**config.mk**
```make
export PLATFORM = sky130hd
export DESIGN_NAME = dma_crc_generator
export DESIGN_NICKNAME = d
export VERILOG_FILES = /design/src/core/crc_pkg.sv /design/src/core/crc_fifo.sv /design/src/core/dma_crc_generator.sv
export VERILOG_INCLUDE_DIRS = /design/src /design/src/core
export SDC_FILE = /design/constraint.sdc
export NUM_CORES = 2
export LEC_CHECK = 0
export BUFFER_PORTS_ARGS = -buffer_cell sky130_fd_sc_hd__clkbuf_2
export CAP_MARGIN = 10
export CORE_MARGIN = 2
export CORE_UTILIZATION = 64
export CTS_CLUSTER_SIZE = 8
export DETAILED_ROUTE_END_ITERATION = 10
export GPL_TIMING_DRIVEN = 0
export PLACE_DENSITY = 0.82
export SLEW_MARGIN = 10
export SYNTH_ARGS = -nofsm -noshare
export SYNTH_HDL_FRONTEND = slang
export SYNTH_HIERARCHICAL = 1
export SYNTH_SLANG_ARGS = --single-unit
```
**constraint.sdc**
```tcl
create_clock -name clk -period 18.5 [get_ports clk]
set_input_delay 1.85 -clock clk [delete_from_list [all_inputs] [get_ports clk]]
set_output_delay 1.85 -clock clk [all_outputs]
set_load 0.03 [all_outputs]
```
**src/core/crc_map.svh**
```systemverilog
// Register map, field positions and reset values of the DMA CRC engine
// How it works
// (RULE_01) In append mode the assigned channel's data only feeds the CRC and at block end the CRC is written to the channel's destination start address.
// (RULE_02) With append mode clear each datum goes through the CRC and on to the destination in the chosen byte order.
// (RULE_03) The algorithm select bit picks the IP header checksum when 1 and the LFSR CRC when 0.
// (RULE_04) A three-bit channel field ties the engine to exactly one of channels 0 to 7.
// (RULE_05) While the write byte order bit is 1 the append mode bit cannot be set.
// (RULE_06) A software write to the data register seeds the CRC generator.
// (RULE_07) Reading the data register gives the running CRC with bits above the polynomial length as zero.
// (RULE_08) In checksum mode only the low sixteen bits carry the checksum and the high sixteen read zero.
// (RULE_09) In checksum mode written values are converted and reads give the checksum in ones-complement form.
// (RULE_10) In LFSR mode a tap bit of 1 feeds the feedback into that stage and a 0 shifts the prior stage straight in.
// (RULE_11) In checksum mode the tap register plays no part.
// (RULE_12) The engine steps once per element of the assigned channel and ignores all other channels.
`ifndef CRC_MAP_SVH
`define CRC_MAP_SVH

// Byte offsets on the register bus
`define CRC_CTRL_OFS 4'h0
`define CRC_DATA_OFS 4'h4
`define CRC_TAPS_OFS 4'h8

// Control register field positions
`define CRC_CH_LSB 0
`define CRC_CH_MSB 2
`define CRC_TYP_BIT 5
`define CRC_APP_BIT 6
`define CRC_WBO_BIT 7

// Reset values
`define CRC_CTRL_RST 32'h0000_0000
`define CRC_DATA_RST 32'h0000_0000
`define CRC_TAPS_RST 32'h0000_0000

`endif

```
**src/core/crc_pkg.sv**
```systemverilog
// Types shared by the DMA CRC engine and its testbench
package crc_pkg;

  // Control register contents
  typedef struct packed {
    logic writeByteOrder;
    logic appendMode;
    logic algorithmSelect;
    logic [2:0] channelSelect;
  } ctrl_type;

  // One element moved by a DMA channel
  typedef struct packed {
    logic [31:0] data;
    logic [31:0] destAddr;
    logic [2:0] channel;
    logic last;
  } elem_type;

  // One destination write
  typedef struct packed {
    logic valid;
    logic isCrc;
    logic [31:0] addr;
    logic [31:0] data;
  } dest_type;

  // Whole state of the top module
  typedef struct packed {
    ctrl_type ctrl;
    logic [31:0] crc;
    logic [31:0] taps;
    logic waitReq;
    logic [31:0] readData;
    dest_type dest;
  } state_type;

endpackage

```
**src/core/crc_fifo.sv**
```systemverilog
// Parameterised flip-flop FIFO with valid and ready on both sides
module crc_fifo #(
  parameter int WIDTH = 32,
  parameter int DEPTH = 8
) (
  input wire logic clk,
  input wire logic rst,
  input wire logic inValid,
  input wire logic [WIDTH-1:0] inData,
  output logic inReady,
  output logic outValid,
  output logic [WIDTH-1:0] outData,
  input wire logic outReady
);
  localparam int AW = $clog2(DEPTH);
  localparam int CW = $clog2(DEPTH + 1);

  typedef struct packed {
    logic [DEPTH-1:0][WIDTH-1:0] mem;
    logic [AW-1:0] wrPtr;
    logic [AW-1:0] rdPtr;
    logic [CW-1:0] count;
    logic ready;
    logic valid;
  } fifo_state_type;

  fifo_state_type s_q, s_d;
  logic push, pop;

  assign push = inValid && s_q.ready;
  assign pop = s_q.valid && outReady;

  // Pointer, count and flag update
  always_comb begin
    s_d = s_q;
    if (push) begin
      s_d.mem[s_q.wrPtr] = inData;
      s_d.wrPtr = (s_q.wrPtr == AW'(DEPTH - 1)) ? '0 : s_q.wrPtr + AW'(1);
    end
    if (pop) begin
      s_d.rdPtr = (s_q.rdPtr == AW'(DEPTH - 1)) ? '0 : s_q.rdPtr + AW'(1);
    end
    if (push && !pop) begin
      s_d.count = s_q.count + CW'(1);
    end else if (pop && !push) begin
      s_d.count = s_q.count - CW'(1);
    end
    s_d.ready = s_d.count != CW'(DEPTH);
    s_d.valid = s_d.count != '0;
  end

  // State register
  always_ff @(posedge clk) begin
    if (rst) begin
      s_q <= '0;
      s_q.ready <= 1'b1;
    end else begin
      s_q <= s_d;
    end
  end

  assign inReady = s_q.ready;
  assign outValid = s_q.valid;
  assign outData = s_q.mem[s_q.rdPtr];
endmodule

```
**src/core/dma_crc_generator.sv**
```systemverilog
// DMA CRC and checksum engine with Avalon-MM registers and buffered data path
`include "crc_map.svh"

module dma_crc_generator #(
  parameter int POLY_LEN = 32,
  parameter int FIFO_DEPTH = 8
) (
  input wire logic clk,
  input wire logic rst,
  input wire logic [3:0] address,
  input wire logic read,
  input wire logic write,
  input wire logic [31:0] writedata,
  output logic [31:0] readdata,
  output logic waitrequest,
  input wire logic inValid,
  input wire crc_pkg::elem_type inElem,
  output logic inReady,
  output crc_pkg::dest_type destWrite,
  input wire logic destReady
);
  import crc_pkg::*;

  localparam logic [31:0] PolyMask = 32'hffff_ffff >> (32 - POLY_LEN);

  state_type s_q, s_d;
  elem_type fifoElem;
  logic [$bits(elem_type)-1:0] fifoData;
  logic fifoValid;
  logic pop;
  logic hit;
  logic busReq;
  logic busAck;
  logic seedWrite;
  logic mapped;
  logic [31:0] crcNext;

  // Read view of the running value
  function automatic logic [31:0] readView(input logic [31:0] crc, input logic ipMode);
    if (ipMode) begin
      return {16'h0000, ~crc[15:0]}; // RULE_08 RULE_09
    end
    return crc & PolyMask; // RULE_07
  endfunction

  // One LFSR pass over a 32-bit element, MSB first
  function automatic logic [31:0] lfsrWord(input logic [31:0] crc, input logic [31:0] taps,
                                           input logic [31:0] data);
    logic [31:0] r;
    logic fb;
    r = crc;
    for (int i = 31; i >= 0; i--) begin
      fb = r[POLY_LEN-1] ^ data[i];
      r = {r[30:0], 1'b0} ^ (taps & {32{fb}}); // RULE_10
    end
    return r & PolyMask;
  endfunction

  // Ones-complement 16-bit add with end-around carry
  function automatic logic [15:0] onesAdd(input logic [15:0] a, input logic [15:0] b);
    logic [16:0] t;
    t = {1'b0, a} + {1'b0, b};
    return t[15:0] + {15'h0000, t[16]};
  endfunction

  // Byte order applied to pass-through writes
  function automatic logic [31:0] orderBytes(input logic [31:0] d, input logic swap);
    return swap ? {d[7:0], d[15:8], d[23:16], d[31:24]} : d;
  endfunction

  // Data buffer between the channel engine and the CRC
  crc_fifo #(
    .WIDTH($bits(elem_type)),
    .DEPTH(FIFO_DEPTH)
  ) dataBuffer (
    .clk(clk),
    .rst(rst),
    .inValid(inValid),
    .inData(inElem),
    .inReady(inReady),
    .outValid(fifoValid),
    .outData(fifoData),
    .outReady(pop)
  );

  assign fifoElem = elem_type'(fifoData);

  // Drain when the destination stage is free
  assign pop = fifoValid && (!s_q.dest.valid || destReady);
  assign hit = pop && (fifoElem.channel == s_q.ctrl.channelSelect); // RULE_04 RULE_12
  assign busReq = read || write;
  assign busAck = busReq && !s_q.waitReq;

  // Decodes watched by the checks below
  assign seedWrite = busAck && write && (address == `CRC_DATA_OFS);
  assign mapped = (address == `CRC_CTRL_OFS) || (address == `CRC_DATA_OFS)
      || (address == `CRC_TAPS_OFS);

  // Algorithm step for the current element
  always_comb begin
    if (s_q.ctrl.algorithmSelect) begin
      // Taps unused here
      crcNext = {16'h0000, onesAdd(onesAdd(s_q.crc[15:0], fifoElem.data[31:16]),
                                   fifoElem.data[15:0])}; // RULE_03 RULE_11
    end else begin
      crcNext = lfsrWord(s_q.crc, s_q.taps, fifoElem.data); // RULE_03
    end
  end

  // Next state
  always_comb begin
    s_d = s_q;
    // Bus handshake: one wait cycle, then one answer cycle
    s_d.waitReq = !(busReq && s_q.waitReq);
    if (busReq && s_q.waitReq) begin
      s_d.readData = 32'h0000_0000;
      if (read) begin
        case (address)
          `CRC_CTRL_OFS: begin
            s_d.readData[`CRC_CH_MSB:`CRC_CH_LSB] = s_q.ctrl.channelSelect;
            s_d.readData[`CRC_TYP_BIT] = s_q.ctrl.algorithmSelect;
            s_d.readData[`CRC_APP_BIT] = s_q.ctrl.appendMode;
            s_d.readData[`CRC_WBO_BIT] = s_q.ctrl.writeByteOrder;
          end
          `CRC_DATA_OFS: s_d.readData = readView(s_q.crc, s_q.ctrl.algorithmSelect);
          `CRC_TAPS_OFS: s_d.readData = s_q.taps;
          default: s_d.readData = 32'h0000_0000;
        endcase
      end
    end
    // Destination stage drains
    if (s_q.dest.valid && destReady) begin
      s_d.dest.valid = 1'b0;
    end
    // Engine step on the assigned channel only
    if (hit) begin
      s_d.crc = crcNext; // RULE_12
    end
    if (pop) begin
      if (hit && s_q.ctrl.appendMode) begin
        // Source swallowed, CRC goes out at block end
        if (fifoElem.last) begin
          s_d.dest.valid = 1'b1; // RULE_01
          s_d.dest.isCrc = 1'b1;
          s_d.dest.addr = fifoElem.destAddr;
          s_d.dest.data = readView(crcNext, s_q.ctrl.algorithmSelect);
        end
      end else begin
        s_d.dest.valid = 1'b1; // RULE_02
        s_d.dest.isCrc = 1'b0;
        s_d.dest.addr = fifoElem.destAddr;
        s_d.dest.data = orderBytes(fifoElem.data, s_q.ctrl.writeByteOrder);
      end
    end
    // Register writes; a seed write overrides an engine step
    if (busAck && write) begin
      case (address)
        `CRC_CTRL_OFS: begin
          s_d.ctrl.channelSelect = writedata[`CRC_CH_MSB:`CRC_CH_LSB]; // RULE_04
          s_d.ctrl.algorithmSelect = writedata[`CRC_TYP_BIT];
          s_d.ctrl.writeByteOrder = writedata[`CRC_WBO_BIT];
          s_d.ctrl.appendMode = writedata[`CRC_APP_BIT] && !writedata[`CRC_WBO_BIT]; // RULE_05
        end
        `CRC_DATA_OFS: begin
          if (s_q.ctrl.algorithmSelect) begin
            s_d.crc = {16'h0000, ~writedata[15:0]}; // RULE_06 RULE_09
          end else begin
            s_d.crc = writedata & PolyMask; // RULE_06
          end
        end
        `CRC_TAPS_OFS: s_d.taps = writedata;
        default: s_d.taps = s_q.taps;
      endcase
    end
  end

  // State register
  always_ff @(posedge clk) begin
    if (rst) begin
      s_q <= '0;
      s_q.ctrl <= ctrl_type'(6'h00);
      s_q.crc <= `CRC_DATA_RST;
      s_q.taps <= `CRC_TAPS_RST;
      s_q.waitReq <= 1'b1;
    end else begin
      s_q <= s_d;
    end
  end

  assign readdata = s_q.readData;
  assign waitrequest = s_q.waitReq;
  assign destWrite = s_q.dest;
endmodule

```
* Word-level counts from Yosys, hierarchy flattened
Cells that the tools add are included.
** Cells by class
- Add/subtract/negate cells :: 8
- Magnitude comparators :: 3
- Eq/ne operators :: 7
- Mux-type cells :: 36
- Bitwise operators :: 99
- Reductions and logical operators :: 26
** Operators by type and width (count)
- bitwise AND 32 bit :: 32
- XOR 32 bit :: 32
- bitwise mux 544 bit :: 1
- two-way mux 32 bit :: 11
- binary-select mux 68 bit (select 3 bit) :: 1
- demux 68 bit (select 3 bit) :: 1
- two-way mux 66 bit :: 3
- two-way mux 68 bit :: 2
- two-way mux 64 bit :: 1
- NOT 16 bit :: 3
- case mux 24 bit (2 select lines) :: 1
- adder 16 x 16 -> 17 bit :: 2
- adder 16 x 1 -> 16 bit :: 2
- XOR 1 bit :: 32
- case mux 3 bit (3 select lines) :: 2
- logical AND 1 bit :: 13
- < comparator 3 x 4 -> 1 bit (second input constant) :: 2
- two-way mux 1 bit :: 8
- two-way mux 4 bit :: 2
- adder 3 x 1 -> 3 bit (second input constant) :: 2
- == test 3 bit (second input constant) :: 2
- zero test 1 bit :: 6
- two-way mux 3 bit :: 2
- AND reduction 2 bit :: 3
- other kinds (12) :: 13
** Word-level totals
- Bits in registers :: 725
- Output and inout bits :: 100
- Logic and storage cells :: 204

* Longest topological paths before layout
- Depth after elaboration :: 105
- Gate-level depth with buffers :: 63
- Mapped depth without buffers :: 48

* Cells and area by module
The synthesis kept the hierarchy.
** Modules (own cells, without submodules)
- dma_crc_generator :: times used 1, cells an instance 4502, area an instance 30245.3 sq um, seq. area each 3383.2 sq um
- crc_fifo :: times used 1, cells an instance 2766, area an instance 23557.6 sq um, seq. area each 11130.7 sq um

* Worst setup path before layout
Ideal clock, no wire load.
- Kind :: reg2reg
- Start point :: reg dataBuffer/s_q[6] (netlist name)
- End point :: reg s_q[134] (netlist name)
- Setup time :: 95 ps
- Arrival time :: 14000 ps
- Slack :: 4404 ps
- Cell stages (with the launch flop) :: 57
- Buffers on the path :: 13
- Period minus slack after synthesis :: 14096 ps
- Path through :: dfxtp_1 > buf_2 > buf_2 > buf_1 > mux4_2 > mux2_2 > xor2_2 > and3_1 > buf_4 > o211ai_2 > o221a_2 > and2_1 > xnor3_2 > a21o_1 > buf_2 > and3_1 > xnor2_1 > xnor3_1 > [21 not listed] > or4_1 > buf_2 > nand3_1 > xnor3_1 > a21o_1 > a2111oi_2 > a211o_1 > and2_1 > xnor3_1 > xnor3_1 > or3_1 > buf_2 > buf_6 > nand3_1 > xnor3_1 > nand2_1 > nand3_1 > a221oi_1
** RTL lines
- from (decl) :: line crc_fifo.sv:27 : fifo_state_type s_q, s_d;

* Worst setup path in the final report
- Start point :: reg dataBuffer/s_q[8] (netlist name)
- End point :: reg s_q (netlist bit destWrite[27])
** RTL lines
- binary-select mux 68 bit (select 3 bit) * :: line crc_fifo.sv:64 : assign outData = s_q.mem[s_q.rdPtr];
- two-way mux 68 bit (not written as such) * :: line crc_fifo.sv:64
- via fifoData[65] :: line dma_crc_generator.sv:28 : logic [$bits(elem_type)-1:0] fifoData;
- XOR 1 bit * :: line dma_crc_generator.sv:53 : fb = r[POLY_LEN-1] ^ data[i];
- bitwise AND 32 bit * :: line dma_crc_generator.sv:54 : r = {r[30:0], 1'b0} ^ (taps & {32{fb}});
- XOR 32 bit * :: line dma_crc_generator.sv:54
- XOR 1 bit :: line dma_crc_generator.sv:53
- bitwise AND 32 bit :: line dma_crc_generator.sv:54
- [81 not listed]
- XOR 32 bit * :: line dma_crc_generator.sv:54
- XOR 1 bit :: line dma_crc_generator.sv:53
- bitwise AND 32 bit :: line dma_crc_generator.sv:54
- XOR 32 bit * :: line dma_crc_generator.sv:54
- two-way mux 32 bit * :: line dma_crc_generator.sv:101 : if (s_q.ctrl.algorithmSelect) begin
- two-way mux 32 bit * :: line dma_crc_generator.sv:43 : return crc & PolyMask;
- two-way mux 66 bit * :: line dma_crc_generator.sv:142 : if (fifoElem.last) begin
- two-way mux 66 bit * :: line dma_crc_generator.sv:140 : if (hit && s_q.ctrl.appendMode) begin
- to (decl) :: line dma_crc_generator.sv:26 : state_type s_q, s_d;
Mark *: on every way through the listed nets, which the timed path passes. The rest lies on a longest branch. The select of a mux whose other input is x is not followed.
A chain may end at the register's enable or synchronous reset.

==> qor.yml <==
synth_area_per_cell_um2: 7.403
clk-insertion-delay-late_ps: 670
cp.required_ps: 19000
ys_seq_area_frac: 0.2698
startpoint_type: "flop"
vias_per_cell: 6.485
synth_top_flop_cell: "dfxtp_1"
worst_clock_skew_ps: 39.40
leakagePower_nw: 19.29
initial_core_util: 0.6449
maxSlewHeadroom: 0.07052
fmax_mhz: 55.17
fillCellCount: 6909
cts_htree_levels: 3
num-nets-final: 7661
slowest_stage: "buf_1"
status: "completed"
remaining_drc_errors: 0
drt_first_pass_iters: 9
coreArea_mm2: 0.08342
cts_root_buffer: "clkbuf_16"
design_area_mm2: 0.05857
drt_iter0_markers: 6855
p_sw_frac: 0.3727
drive_gt1_frac: 0.1124
rr_startpoint: "dataBuffer/s_q[8]"
p_comb_frac: 0.345
antenna_found_initial: 17
p_clk_frac: 0.321
place.detailed.hpwl_um: 157000
synth-edff-count: 0
placedCellCount: 8489
min_delay_path_depth: 2
overflow: 0
grt_setup_unrepaired: "no"
clock_sinks: 725
ios: 210
crit_fanout: 10
clk_pin_slew_ps: 50
power_switching_mw: 1.870
crit_path_end_kind: "flop"
hold_path_startpoint: "dataBuffer/s_q[209]"
synthCells: 7268
cpPeakStageDelay_ps: 660
vias: 55790
setup_violations: 0
critPathArrivalTime_ps: 18620
worstMarginPinSlew_ps: 1385
grt_usage: 0.4687
grt_pass1_wl_um: 312800
cts_setup_buffers: 0
finalCriticalPeriod_ps: 18120
path_class: "reg2reg"
synth.distinct_cells: 117
r2r_slack_ps: 380
whs_endpoint: "dataBuffer/s_q[209]"
cts_buffer_depth: 3
globalplace.congestion: 1.045
rr_endpoint: "destWrite[27]"
cap_violations: 0
die_area_mm2: 0.08640
reg2regPathDepth: 53
die_y_um: 293.9
synth_warnings: 6
synth_nets: 7422
dieWidth_um: 293.9
regArea_mm2: 0.01451
grt_pass1_vias: 52650
power_frac_seq: 0.334
fin_crit_sh: 0.9797
multi_input_area_mm2: 0.03554
area_delta_synth_final_pct: 8.858
port-buffer-count: 141
ir_worst_vdd_uv: 97.52
cts_made_buffers: 100
async_reset_ff_frac: 0
wl_um: 210100
hold_class: "reg2reg"
path_buf_inv: 10
crit_family: "compound AO/OA/AOI/OAI gates"
hold_violations: 0
intPower_mw: 3.147
cts_tree: "yes"
grt_max_degree: 20
syn_area_mm2: 0.05380
power_density_mw_per_mm2: 85.66
num_rows: 106
wl_per_cell_um: 24.43
antenna_left: 0
timing.hold.ws_ps: 450.4
instances_no_fill: 8602
final.setup.tns_ps: 0
ys_ff_latch: 725
placed_cell_area_mm2: 0.05588
slew_violations: 0
cells by family after synthesis:
kind of cell,synth area share
flip-flops,0.2698
multiplexers,0.08416
XOR/XNOR,0.1677
AND/OR/NAND/NOR,0.2115
AO/OA/AOI/OAI,0.1847
buffers and inverters,0.07158
adder cells (fa/ha/maj),0.01051
layer usage:
| layer | global-route usage | routed length (um) |
|---|---|---|
| met1 | 0.5425 | 73580 |
| met2 | 0.7552 | 94710 |
| met3 | 0.1015 | 22530 |
| met4 | 0.3654 | 19250 |
| met5 | 0 | 45 |
cell usage after synthesis, types with 65 or more instances:
master    instances  area [um^2]
mux2_2           91         1025
nor3_1           91        455.4
nand3_1         101        505.5
buf_4           102        765.7
xor2_1           92        805.8
a211oi_1         65        488.0
nand2_1        2065         7751
clkbuf_1        448         1682
xnor2_1         812         7112
mux4_2          136         3063
buf_2           139        695.7
dfxtp_1         725        14510
o21ai_0         189        945.9
nor2_1          344         1291
a21oi_1         865         4329
buf_1            86        322.8
worst max path at each step:
stage	start	to	slack [ps]	cells past startpoint
6_report	dataBuffer/s_q[8]	destWrite[27]	380	53
5_1_grt	dataBuffer/s_q[6]	destWrite[15]	40	54
4_1_cts	dataBuffer/s_q[6]	destWrite[1]	160	56
3_5_place_dp	dataBuffer/s_q[7]	destWrite[1]	-630	57
3_3_place_gp	dataBuffer/s_q[7]	destWrite[1]	-480	57
2_1_floorplan	dataBuffer/s_q[6]	s_q[134]	4400	56
power groups by stage:
stage / logic, mW / clock network, mW / registers, mW
3_3_place_gp: 1.64 / 0 / 1.70
3_5_place_dp: 1.66 / 0 / 1.70
4_1_cts: 1.67 / 1.61 / 1.67
6_report: 1.73 / 1.61 / 1.68
5_1_grt: 1.81 / 1.67 / 1.68
2_1_floorplan: 1.18 / 0 / 1.68
what timing repair did:
item                                    in CTS  in global routing
hold buffers                                 0                  0
endpoints found under the hold margin        0                  0
endpoints found under the setup margin      62                 64
gates resized for setup                      7                 18
registers in the layout (all words and copies together) (netlist names):
name	count
waitrequest	1
s_q	70
dataBuffer/outValid	1
dataBuffer/inReady	1
readdata	32
destWrite	66
dataBuffer/s_q	554
final cells by class:
type | instances | share of cell area
buffer | 800 | 0.06182
tap | 1080 | 0.02307
clock buffer | 102 | 0.04303
inverter | 59 | 0.003781
sequential | 725 | 0.2478
clock inverter | 4 | 0.001090
multi-input combinational | 5680 | 0.6069
antenna | 11 | 0.0004700
timing repair buffer | 141 | 0.01205
metrics by stage:
stage	power (mW)	utilization	setup WS [ps]
after floorplan	2.862	-	4404
after global placement	3.343	0.6696	-475.8
after CTS	4.952	0.7012	159.1
final	5.017	0.7021	375.5
after detailed placement	3.361	0.6698	-632.1
after global routing	5.160	0.7020	38.84
cell usage in the layout, fill, tap and decap left out, drive strengths merged, types with 36 or more instances in the layout:
master and n:
nand2 2068, dfxtp 725, inv 58, a32oi 39, nand3 104, mux2i 42, ha 42, clkbuf 714
xor2 99, buf 329, o21ai 217, mux4 136, nor2 346, nor3 97, mux2 91, a211oi 65
o211ai 36, a22oi 65, xnor2 820, a21oi 868
tightest hold or removal path, delay by kind of cell (launching register included):
kind / cells / cell delay (ps)
DFF: 1 / 300
and+or+nand+nor: 1 / 50
AOI/OAI and AO/OA: 1 / 50
(Power assumes the default switching activity.)
